`config.mk`:
```
export PLATFORM = sky130hd
export DESIGN_NAME = adc_scan_ctrl
export DESIGN_NICKNAME = d
export VERILOG_FILES = /design/src/verilog/adc_scan_pkg.sv /design/src/verilog/adc_scan_ctrl.sv
export SDC_FILE = /design/constraint.sdc
export NUM_CORES = 1
export LEC_CHECK = 0
export ABC_AREA = 1
export BUFFER_PORTS_ARGS = -buffer_cell sky130_fd_sc_hd__buf_2
export CAP_MARGIN = 40
export CORE_ASPECT_RATIO = 0.5
export CORE_MARGIN = 2
export CORE_UTILIZATION = 62
export DETAILED_ROUTE_END_ITERATION = 8
export GPL_TIMING_DRIVEN = 0
export PLACE_DENSITY_LB_ADDON = 0.3
export SLEW_MARGIN = 30
export SYNTH_ARGS = -nofsm -noshare
export SYNTH_HDL_FRONTEND = slang
export SYNTH_SLANG_ARGS = --single-unit
```
`constraint.sdc`:
```
create_clock -name i_clk -period 4.05 [get_ports i_clk]
set_input_delay 0.2025 -clock i_clk [delete_from_list [all_inputs] [get_ports i_clk]]
set_output_delay 0.2025 -clock i_clk [all_outputs]
set_load 0.005 [all_outputs]
```
`src/verilog/adc_scan_pkg.sv`:
```
// Package: register map, field positions, reset values and divider counts of the scan control
package adc_scan_pkg;
    localparam int          NUM_UNITS       = 3;
    localparam int          ADDR_W          = 3;
    // Register offsets (one byte register per address)
    localparam logic [2:0]  OFF_CTRL0       = 3'h0;
    localparam logic [2:0]  OFF_STAT0       = 3'h3;
    // Control register fields
    localparam int          CTRL_TRIG_EN    = 7;
    localparam int          CTRL_CKS_HI     = 6;
    localparam int          CTRL_CKS_LO     = 5;
    localparam int          CTRL_START      = 4;
    localparam int          CTRL_SCAN_TYPE  = 3;
    localparam logic [2:0]  CTRL_RSVD_VAL   = 3'h7;
    // Status register fields
    localparam int          STAT_END_FLAG   = 7;
    localparam int          STAT_IRQ_EN     = 6;
    localparam int          STAT_MODE_HI    = 5;
    localparam int          STAT_MODE_LO    = 4;
    localparam int          STAT_RSVD       = 3;
    // Reset values
    localparam logic [1:0]  CKS_RST         = 2'h0;
    localparam logic [1:0]  MODE_RST        = 2'h0;
    localparam logic [2:0]  CHSEL_RST       = 3'h0;
    // Mode codes
    localparam logic [1:0]  MODE_SINGLE     = 2'h0;
    localparam logic [1:0]  MODE_SCAN4      = 2'h1;
    // Conversion clock divide ratios per select code
    localparam logic [5:0]  DIV_CONV_CLOCK_SEL_LO        = 6'h20;
    localparam logic [5:0]  DIV_CONV_CLOCK_SEL_HI        = 6'h10;
    localparam logic [5:0]  DIV_CKS2        = 6'h08;
    localparam logic [5:0]  DIV_CKS3        = 6'h01;
    // First analog input of each unit
    localparam logic [4:0]  BASE_CHAN0      = 5'h08;
    localparam logic [4:0]  BASE_CHAN1      = 5'h0C;
    localparam logic [4:0]  BASE_CHAN2      = 5'h10;

    // Request to the analog core: active flag and analog input number
    typedef struct packed {
        logic       active;
        logic [4:0] chan;
    } conv_req_t;
endpackage

```
`src/verilog/adc_scan_ctrl.sv`:
```
// Start, clock, trigger and channel/scan control for three converter units
// Function
// - Decode channel select to fixed analog input
// - Scan type picks single-cycle or continuous
// - Trigger enable gates hardware start sources
// - Clock select sets conversion clock divide
// - Writing start begins conversion
// - Clearing start stops and idles
// - Single and single-cycle auto-clear start
// - Continuous scan wraps while start set
// - Start cleared by write, reset, standby
// - Scan type 0 single-cycle, 1 continuous
// - Scan type ignored in single mode
// - Low three control bits read one
// - Scan starts lowest channel, goes upward
// - Sequence end sets flag, requests interrupt
// - Mode 00 single, 01 four-channel scan
//
// The strobed register port and the register offsets were left to the implementer.
`timescale 1ns/100ps

module adc_scan_unit #(
    parameter logic [4:0] BASE_CHAN = 5'h08,
    parameter logic       CODE_HI   = 1'b1
) (
    // Clock and reset
    input  wire logic                   i_clk,
    input  wire logic                   i_rst,
    // Register access
    input  wire logic [7:0]             i_wdata,
    input  wire logic                   i_wr_ctrl,
    input  wire logic                   i_wr_stat,
    input  wire logic                   i_rd_stat,
    output logic      [7:0]             o_ctrl_rd,
    output logic      [7:0]             o_stat_rd,
    // Triggers, standby and analog core
    input  wire logic                   i_hw_trig,
    input  wire logic                   i_standby,
    input  wire logic                   i_conv_done,
    output adc_scan_pkg::conv_req_t     o_req,
    output logic                        o_tick,
    output logic                        o_irq
);
    typedef enum logic {ST_IDLE, ST_CONV} unit_state_t;

    unit_state_t state_r;
    logic        trig_en_r;
    logic [1:0]  cks_r;
    logic        start_r;
    logic        scan_type_r;
    logic        end_flag_r;
    logic        flag_seen_r;
    logic        irq_en_r;
    logic [1:0]  mode_r;
    logic [2:0]  chsel_r;
    logic [4:0]  chan_r;
    logic [5:0]  div_cnt_r;
    logic        tick_r;
    logic        irq_r;
    logic        scan_mode;
    logic        cont_scan;
    logic [4:0]  last_chan;
    logic [4:0]  first_chan;
    logic        set_start;
    logic        seq_end;
    logic        auto_clr;
    logic [5:0]  div_val;

    // Mode decode; scan type only matters in scan mode
    // mode code decode
    assign scan_mode  = (mode_r == adc_scan_pkg::MODE_SCAN4);
    assign cont_scan  = scan_mode && scan_type_r;
    // channel range from the select code
    assign last_chan  = BASE_CHAN + {3'h0, chsel_r[1:0]};
    assign first_chan = scan_mode ? BASE_CHAN : last_chan;
    // hardware start gated by trigger enable
    assign set_start  = (i_wr_ctrl && i_wdata[adc_scan_pkg::CTRL_START]) ||
                        (i_hw_trig && trig_en_r);
    assign seq_end    = (state_r == ST_CONV) && start_r && i_conv_done && (chan_r == last_chan);
    // one-shot sequences drop start at their end
    assign auto_clr   = seq_end && !cont_scan;

    // Divide ratio for the conversion clock
    // clock select decode
    always_comb begin
        unique case (cks_r)
            2'h0: div_val = adc_scan_pkg::DIV_CONV_CLOCK_SEL_LO;
            2'h1: div_val = adc_scan_pkg::DIV_CONV_CLOCK_SEL_HI;
            2'h2: div_val = adc_scan_pkg::DIV_CKS2;
            2'h3: div_val = adc_scan_pkg::DIV_CKS3;
        endcase
    end

    // Control register fields other than start
    always_ff @(posedge i_clk) begin
        if (i_rst) begin
            trig_en_r   <= 1'b0;
            cks_r       <= adc_scan_pkg::CKS_RST;
            scan_type_r <= 1'b0;
        end else if (i_wr_ctrl) begin
            trig_en_r   <= i_wdata[adc_scan_pkg::CTRL_TRIG_EN];
            cks_r       <= i_wdata[adc_scan_pkg::CTRL_CKS_HI:adc_scan_pkg::CTRL_CKS_LO];
            scan_type_r <= i_wdata[adc_scan_pkg::CTRL_SCAN_TYPE];
        end
    end

    // Start bit: standby wins, then any set, then any clear
    // start clear sources
    always_ff @(posedge i_clk) begin
        if (i_rst || i_standby) begin
            start_r <= 1'b0;
        end else if (set_start) begin
            start_r <= 1'b1;
        end else if (i_wr_ctrl || auto_clr) begin
            start_r <= 1'b0;
        end
    end

    // Status register fields
    always_ff @(posedge i_clk) begin
        if (i_rst) begin
            irq_en_r <= 1'b0;
            mode_r   <= adc_scan_pkg::MODE_RST;
            chsel_r  <= adc_scan_pkg::CHSEL_RST;
        end else if (i_wr_stat) begin
            irq_en_r <= i_wdata[adc_scan_pkg::STAT_IRQ_EN];
            mode_r   <= i_wdata[adc_scan_pkg::STAT_MODE_HI:adc_scan_pkg::STAT_MODE_LO];
            chsel_r  <= i_wdata[2:0];
        end
    end

    // End flag: set at sequence end, cleared by writing 0 after reading 1
    // end flag and interrupt request
    always_ff @(posedge i_clk) begin
        if (i_rst) begin
            end_flag_r  <= 1'b0;
            flag_seen_r <= 1'b0;
            irq_r       <= 1'b0;
        end else begin
            if (seq_end) begin
                end_flag_r <= 1'b1;
            end else if (i_wr_stat && flag_seen_r && !i_wdata[adc_scan_pkg::STAT_END_FLAG]) begin
                end_flag_r <= 1'b0;
            end
            if (i_rd_stat && end_flag_r) begin
                flag_seen_r <= 1'b1;
            end else if (i_wr_stat) begin
                flag_seen_r <= 1'b0;
            end
            irq_r <= end_flag_r && irq_en_r;
        end
    end

    // Sequencer: lowest channel first, upward, wrap in continuous scan
    // conversion sequencing
    always_ff @(posedge i_clk) begin
        if (i_rst) begin
            state_r <= ST_IDLE;
            chan_r  <= BASE_CHAN;
        end else begin
            unique case (state_r)
                ST_IDLE: begin
                    if (start_r) begin
                        state_r <= ST_CONV;
                        chan_r  <= first_chan;
                    end
                end
                ST_CONV: begin
                    if (!start_r) begin
                        state_r <= ST_IDLE;
                    end else if (i_conv_done) begin
                        if (chan_r != last_chan) begin
                            chan_r <= chan_r + 5'h01;
                        end else if (cont_scan) begin
                            chan_r <= first_chan;
                        end else if (!set_start) begin
                            state_r <= ST_IDLE;
                        end else begin
                            chan_r <= first_chan;
                        end
                    end
                end
            endcase
        end
    end

    // Conversion clock tick, runs only while converting
    // clock divider
    always_ff @(posedge i_clk) begin
        if (i_rst || state_r != ST_CONV) begin
            div_cnt_r <= 6'h00;
            tick_r    <= 1'b0;
        end else if (div_cnt_r == 6'h00) begin
            div_cnt_r <= div_val - 6'h01;
            tick_r    <= 1'b1;
        end else begin
            div_cnt_r <= div_cnt_r - 6'h01;
            tick_r    <= 1'b0;
        end
    end

    // Read views and core outputs
    // reserved bits read one
    assign o_ctrl_rd    = {trig_en_r, cks_r, start_r, scan_type_r, adc_scan_pkg::CTRL_RSVD_VAL};
    assign o_stat_rd    = {end_flag_r, irq_en_r, mode_r, 1'b1, chsel_r};
    assign o_req.active = (state_r == ST_CONV);
    assign o_req.chan   = chan_r;
    assign o_tick       = tick_r;
    assign o_irq        = irq_r;

    property p_trig_gated;
        @(posedge i_clk) disable iff (i_rst)
        (i_hw_trig && !trig_en_r && !start_r && !i_wr_ctrl) |=> !start_r;
    endproperty
    a_trig_gated: assert property (p_trig_gated) else $error("trigger started while disabled");

    property p_trig_sets;
        @(posedge i_clk) disable iff (i_rst)
        (i_hw_trig && trig_en_r && !i_standby) |=> start_r;
    endproperty
    a_trig_sets: assert property (p_trig_sets) else $error("enabled trigger did not set start");

    property p_sw_start;
        @(posedge i_clk) disable iff (i_rst)
        (i_wr_ctrl && i_wdata[adc_scan_pkg::CTRL_START] && !i_standby) |=> start_r ##1 o_req.active;
    endproperty
    a_sw_start: assert property (p_sw_start) else $error("start write did not begin conversion");

    property p_stop;
        @(posedge i_clk) disable iff (i_rst)
        (!start_r && !$past(start_r)) |-> !o_req.active;
    endproperty
    a_stop: assert property (p_stop) else $error("conversion ran with start cleared");

    property p_auto_clr;
        @(posedge i_clk) disable iff (i_rst)
        (seq_end && !cont_scan && !set_start) |=> !start_r ##1 !o_req.active;
    endproperty
    a_auto_clr: assert property (p_auto_clr) else $error("one-shot sequence kept start");

    property p_wrap;
        @(posedge i_clk) disable iff (i_rst)
        (seq_end && cont_scan && !i_wr_ctrl && !i_standby) |=> (start_r && chan_r == BASE_CHAN);
    endproperty
    a_wrap: assert property (p_wrap) else $error("continuous scan did not wrap");

    property p_first_chan;
        @(posedge i_clk) disable iff (i_rst)
        (state_r == ST_IDLE && start_r && scan_mode) |=> (chan_r == BASE_CHAN);
    endproperty
    a_first_chan: assert property (p_first_chan) else $error("scan did not start lowest");

    property p_flag_irq;
        @(posedge i_clk) disable iff (i_rst)
        (seq_end && irq_en_r && !i_wr_stat) |=> end_flag_r ##1 o_irq;
    endproperty
    a_flag_irq: assert property (p_flag_irq) else $error("end flag or request missing");

    property p_div8;
        @(posedge i_clk) disable iff (i_rst)
        (tick_r && cks_r == 2'h2) |=> !tick_r [*7];
    endproperty
    a_div8: assert property (p_div8) else $error("divide by 8 tick too early");

    property p_single_chan;
        @(posedge i_clk) disable iff (i_rst)
        (o_req.active && !scan_mode && $stable(chsel_r)) |-> (chan_r == last_chan);
    endproperty
    a_single_chan: assert property (p_single_chan) else $error("single channel decode wrong");
endmodule

module adc_scan_ctrl (
    // Clock and reset
    input  wire logic                                       i_clk,
    input  wire logic                                       i_rst,
    // Register port
    input  wire logic [adc_scan_pkg::ADDR_W-1:0]            i_addr,
    input  wire logic [7:0]                                 i_wdata,
    input  wire logic                                       i_wr,
    input  wire logic                                       i_rd,
    output logic      [7:0]                                 o_rdata,
    // Start sources and standby
    input  wire logic                                       i_ext_trigger_pin,
    input  wire logic                                       i_multi_timer_unit_trig,
    input  wire logic                                       i_motor_timer_unit_trig,
    input  wire logic                                       i_sw_standby,
    input  wire logic [adc_scan_pkg::NUM_UNITS-1:0]         i_mod_standby,
    // Analog core
    input  wire logic [adc_scan_pkg::NUM_UNITS-1:0]         i_conv_done,
    output adc_scan_pkg::conv_req_t [adc_scan_pkg::NUM_UNITS-1:0] o_req,
    output logic      [adc_scan_pkg::NUM_UNITS-1:0]         o_conv_tick,
    output logic      [adc_scan_pkg::NUM_UNITS-1:0]         o_conv_end_interrupt
);
    localparam logic [4:0] BASES [3] = '{adc_scan_pkg::BASE_CHAN0, adc_scan_pkg::BASE_CHAN1,
                                         adc_scan_pkg::BASE_CHAN2};
    localparam logic       HIS   [3] = '{1'b1, 1'b1, 1'b0};

    logic [7:0] ctrl_rd [adc_scan_pkg::NUM_UNITS];
    logic [7:0] stat_rd [adc_scan_pkg::NUM_UNITS];
    logic       hw_trig;
    logic [7:0] rdata_r;

    // Any of the three hardware sources
    assign hw_trig = i_ext_trigger_pin || i_multi_timer_unit_trig || i_motor_timer_unit_trig;

    // One control unit per converter module
    for (genvar u = 0; u < adc_scan_pkg::NUM_UNITS; u++) begin : g_unit
        adc_scan_unit #(
            .BASE_CHAN (BASES[u]),
            .CODE_HI   (HIS[u])
        ) u_unit (
            .i_clk       (i_clk),
            .i_rst       (i_rst),
            .i_wdata     (i_wdata),
            .i_wr_ctrl   (i_wr && i_addr == adc_scan_pkg::OFF_CTRL0 + 3'(u)),
            .i_wr_stat   (i_wr && i_addr == adc_scan_pkg::OFF_STAT0 + 3'(u)),
            .i_rd_stat   (i_rd && i_addr == adc_scan_pkg::OFF_STAT0 + 3'(u)),
            .o_ctrl_rd   (ctrl_rd[u]),
            .o_stat_rd   (stat_rd[u]),
            .i_hw_trig   (hw_trig),
            .i_standby   (i_sw_standby || i_mod_standby[u]),
            .i_conv_done (i_conv_done[u]),
            .o_req       (o_req[u]),
            .o_tick      (o_conv_tick[u]),
            .o_irq       (o_conv_end_interrupt[u])
        );
    end

    // Read data one cycle after the strobe, zero for unmapped addresses
    always_ff @(posedge i_clk) begin
        if (i_rst) begin
            rdata_r <= 8'h00;
        end else if (i_rd) begin
            unique case (i_addr)
                3'h0, 3'h1, 3'h2: rdata_r <= ctrl_rd[2'(i_addr)];
                3'h3, 3'h4, 3'h5: rdata_r <= stat_rd[2'(i_addr - adc_scan_pkg::OFF_STAT0)];
                default:          rdata_r <= 8'h00;
            endcase
        end
    end
    assign o_rdata = rdata_r;

    property p_rsvd_read;
        @(posedge i_clk) disable iff (i_rst)
        (i_rd && i_addr < adc_scan_pkg::OFF_STAT0) |=> (o_rdata[2:0] == 3'h7);
    endproperty
    a_rsvd_read: assert property (p_rsvd_read) else $error("reserved bits not read as one");
endmodule

```
==> flow_metrics.tcl <==
set metrics [dict create \
    final_max_slew_viol_count 0 \
    criticalPathCategory "input port to flop" \
    final_util_pct 72.7 \
    cts_tree "built" \
    h-tree-depth 3 \
    crit_buf_inv 4 \
    n_antenna_cell 0 \
    synth_area_leaders "dfxtp_1 (39%), nand2_1 (10%), nor2_1 (8.2%)" \
    core_area_um2 7210 \
    final_common_cell "nand2_1" \
    gp_congestion 0.970 \
    synth_area_um2 4550 \
    port_buffers 56 \
    die_y_um 64.6 \
    clock_latency_ns 0.35 \
    layout_min_cycle_time_ns 1.91 \
    fin_hold_ws_ns 0.0787 \
    grt_overflow_total 0 \
    worstMarginPinSlew_ns 0.704 \
    routed_wl_um 11600 \
    instances_no_fill 837 \
    grt_max_degree 15 \
    cap_violations 0 \
    crit_family "buffers and inverters" \
    dp.cells 821 \
    gr-usage-all-layers_pct 29.5 \
    synthCells 669 \
    postRouteAntennaNets 0 \
    post-route-period-util_pct 47.2 \
    grt_pass1_vias 3962 \
    worstSetupStartpointType "input port" \
    dieWidth_um 125 \
    critPathMaxStageDelay_ns 0.32 \
    clk_pin_slew_worst_paths_ns 0.06 \
    rsz0062_at_grt "no" \
    synth.distinct_cells 36 \
    yosysSeqAreaShare_pct 39.2 \
    boundaryPins 57 \
    min_path_type "input port to flop" \
    dr.pass1.iters 5 \
    hold_viol_final 0 \
    leakagePower_uw 0.00246 \
    detailed_place_hpwl_um 8660 \
    path_cells "buf_2 -> clkbuf_1 -> inv_1 -> ha_1 -> clkbuf_1 -> nand2_1 -> o21ai_0 -> nand2_1 -> a21oi_1" \
    post-cts-setup-buffers 0 \
    cts_buffer_depth 2 \
    ys_warn_count 0 \
    start_util_pct 63.1 \
    avgViaCountPerCell 5.44 \
    cts_hold_buf 0 \
    drtIter0Drc 423 \
    wl_per_cell_um 13.9 \
    synth_top_area_cell "dfxtp_1" \
    synth-seq-cells 89 \
    status "finished, final reports clean" \
    worst_setup_path_end_kind "flop" \
    ir_worst_vdd_mv 0.267 \
    max_freq_mhz 523 \
    layout-drive-gt1-share_pct 15.5 \
    setup_viol 0 \
    crit_slowest_cell "ha_1" \
    grt_first_pass_wirelength_um 18700 \
    cts_root_buffer "clkbuf_16" \
    nNetsFinal 773 \
    cts-buffers-inserted 9 \
    rows 22 \
    final_cell_mix "nand2_1 (127), nor2_1 (99), dfxtp_1 (89)" \
    area_growth_syn_to_layout_pct 15.2 \
    required_ns 4.33 \
    post_cts_resized 0 \
    die-area_um2 8080 \
    clkSinkCount 89 \
    drc 0 \
    antenna_found_initial 0 \
    avgSynthCellArea_um2 6.80 \
    num_vias 4552 \
    fin_skew_ns 0.00673 \
    arrival_ns 2.19 \
    setup_tns_ns 0 \
    synth_top_area_share_pct 39.2 \
    powerDensity_nw_per_um2 363 \
    slew_headroom_pct 53.0 \
    crit_fanout 9 \
    synth_fp_nets 706 \
]
-- sequential cells by signal, summed over array words and instances, names as in the netlist --
signal and count:
g_unit.u_unit.state_r 3, o_rdata 8, g_unit.u_unit.cks_r 6, g_unit.u_unit.o_tick 3, g_unit.u_unit.trig_en_r 3, g_unit.u_unit.div_cnt_r 18
g_unit.u_unit.end_flag_r 3, g_unit.u_unit.irq_en_r 3, g_unit.u_unit.scan_type_r 3, g_unit.u_unit.flag_seen_r 3, g_unit.u_unit.chan_r 15, g_unit.u_unit.chsel_r 9
g_unit.u_unit.mode_r 6, g_unit.u_unit.start_r 3, g_unit.u_unit.o_irq 3
-- area by class of cell --
type | instances | area [um^2]
clock buffer | 12 | 267
multi-input combinational | 468 | 2300
clock inverter | 4 | 26.3
fill | 600 | 1970
tap | 96 | 120
timing repair buffer | 56 | 280
sequential | 89 | 1780
buffer | 24 | 139
inverter | 88 | 330
-- path summary, 6_finish.rpt --
kind | cells after the start | endpoint | slack (ns) | start
worst max-delay path | 9 | o_rdata[4] | 2.14 | i_addr[1]
worst min-delay path | 2 | g_unit[1].u_unit.state_r | 0.08 | i_conv_done[1]
worst max register to register | 7 | g_unit[1].u_unit.div_cnt_r[2] | 2.29 | g_unit[1].u_unit.div_cnt_r[1]
worst min register to register | 1 | g_unit[2].u_unit.div_cnt_r[0] | 0.46 | g_unit[2].u_unit.div_cnt_r[0]
-- power by group --
part           internal (uW)  leakage, uW  switching [uW]
Clock                    465     0.000145             343
Combinational           62.4      0.00159             122
Sequential               895     0.000721            15.9
-- Yosys cell counts --
cell type  number
nand2_1       127
buf_4           9
o21bai_1        1
or2_2           3
nand3b_1        2
nand2_4         1
dfxtp_1        89
or2_1           2
nand3_2         1
nand2_2         1
o21ai_2         2
nor2_2          1
inv_2          18
o311ai_1        2
clkbuf_1       10
o21ai_1        25
o211ai_1        1
a31oi_1         4
nor3_1         16
inv_1          70
nor4_1          2
xor2_1          4
a221oi_1        1
nand3_4         1
a21oi_1        51
nand3_1        40
o21ai_0        46
o31ai_1         1
o21a_1          2
buf_2           4
clkbuf_8        1
nor2_1         99
nand4_1        10
xnor2_1         9
ha_1           12
o21ai_4         1
-- per-layer routing --
metal	part of all wire [%]	global-route usage [%]
met4	1.8	8.75
met3	9.8	8.51
met1	46	40.3
met5	0	0
met2	43	46.0
-- worst register-to-register path, delay by kind of cell, from the launching register on --
family | cells | cell delay [ns]
AOI/OAI and AO/OA | 2 | 0.35
buffers and inverters | 1 | 0.07
DFF | 1 | 0.31
and+or+nand+nor | 3 | 0.74
adders and majority gates | 1 | 0.22
-- stage by stage --
stage	total power [uW]	cell area [um^2]	setup slack [ns]
after floorplan	1040	4550	2.42
after global placement	1100	4950	1.85
after detailed placement	1110	4950	1.88
after CTS	1900	5240	2.19
after global routing	1980	5240	1.93
final	1900	5240	2.14
-- kinds of logic after synthesis --
| kind of cell | synth area share, % |
|---|---|
| XOR/XNOR | 2.50 |
| AND/OR/NAND/NOR | 28.6 |
| AO/OA/AOI/OAI | 16.1 |
| flip-flops | 39.2 |
| buffers and inverters | 10.3 |
| adder cells (fa/ha/maj) | 3.30 |
Power figures use the tool's default switching activity.
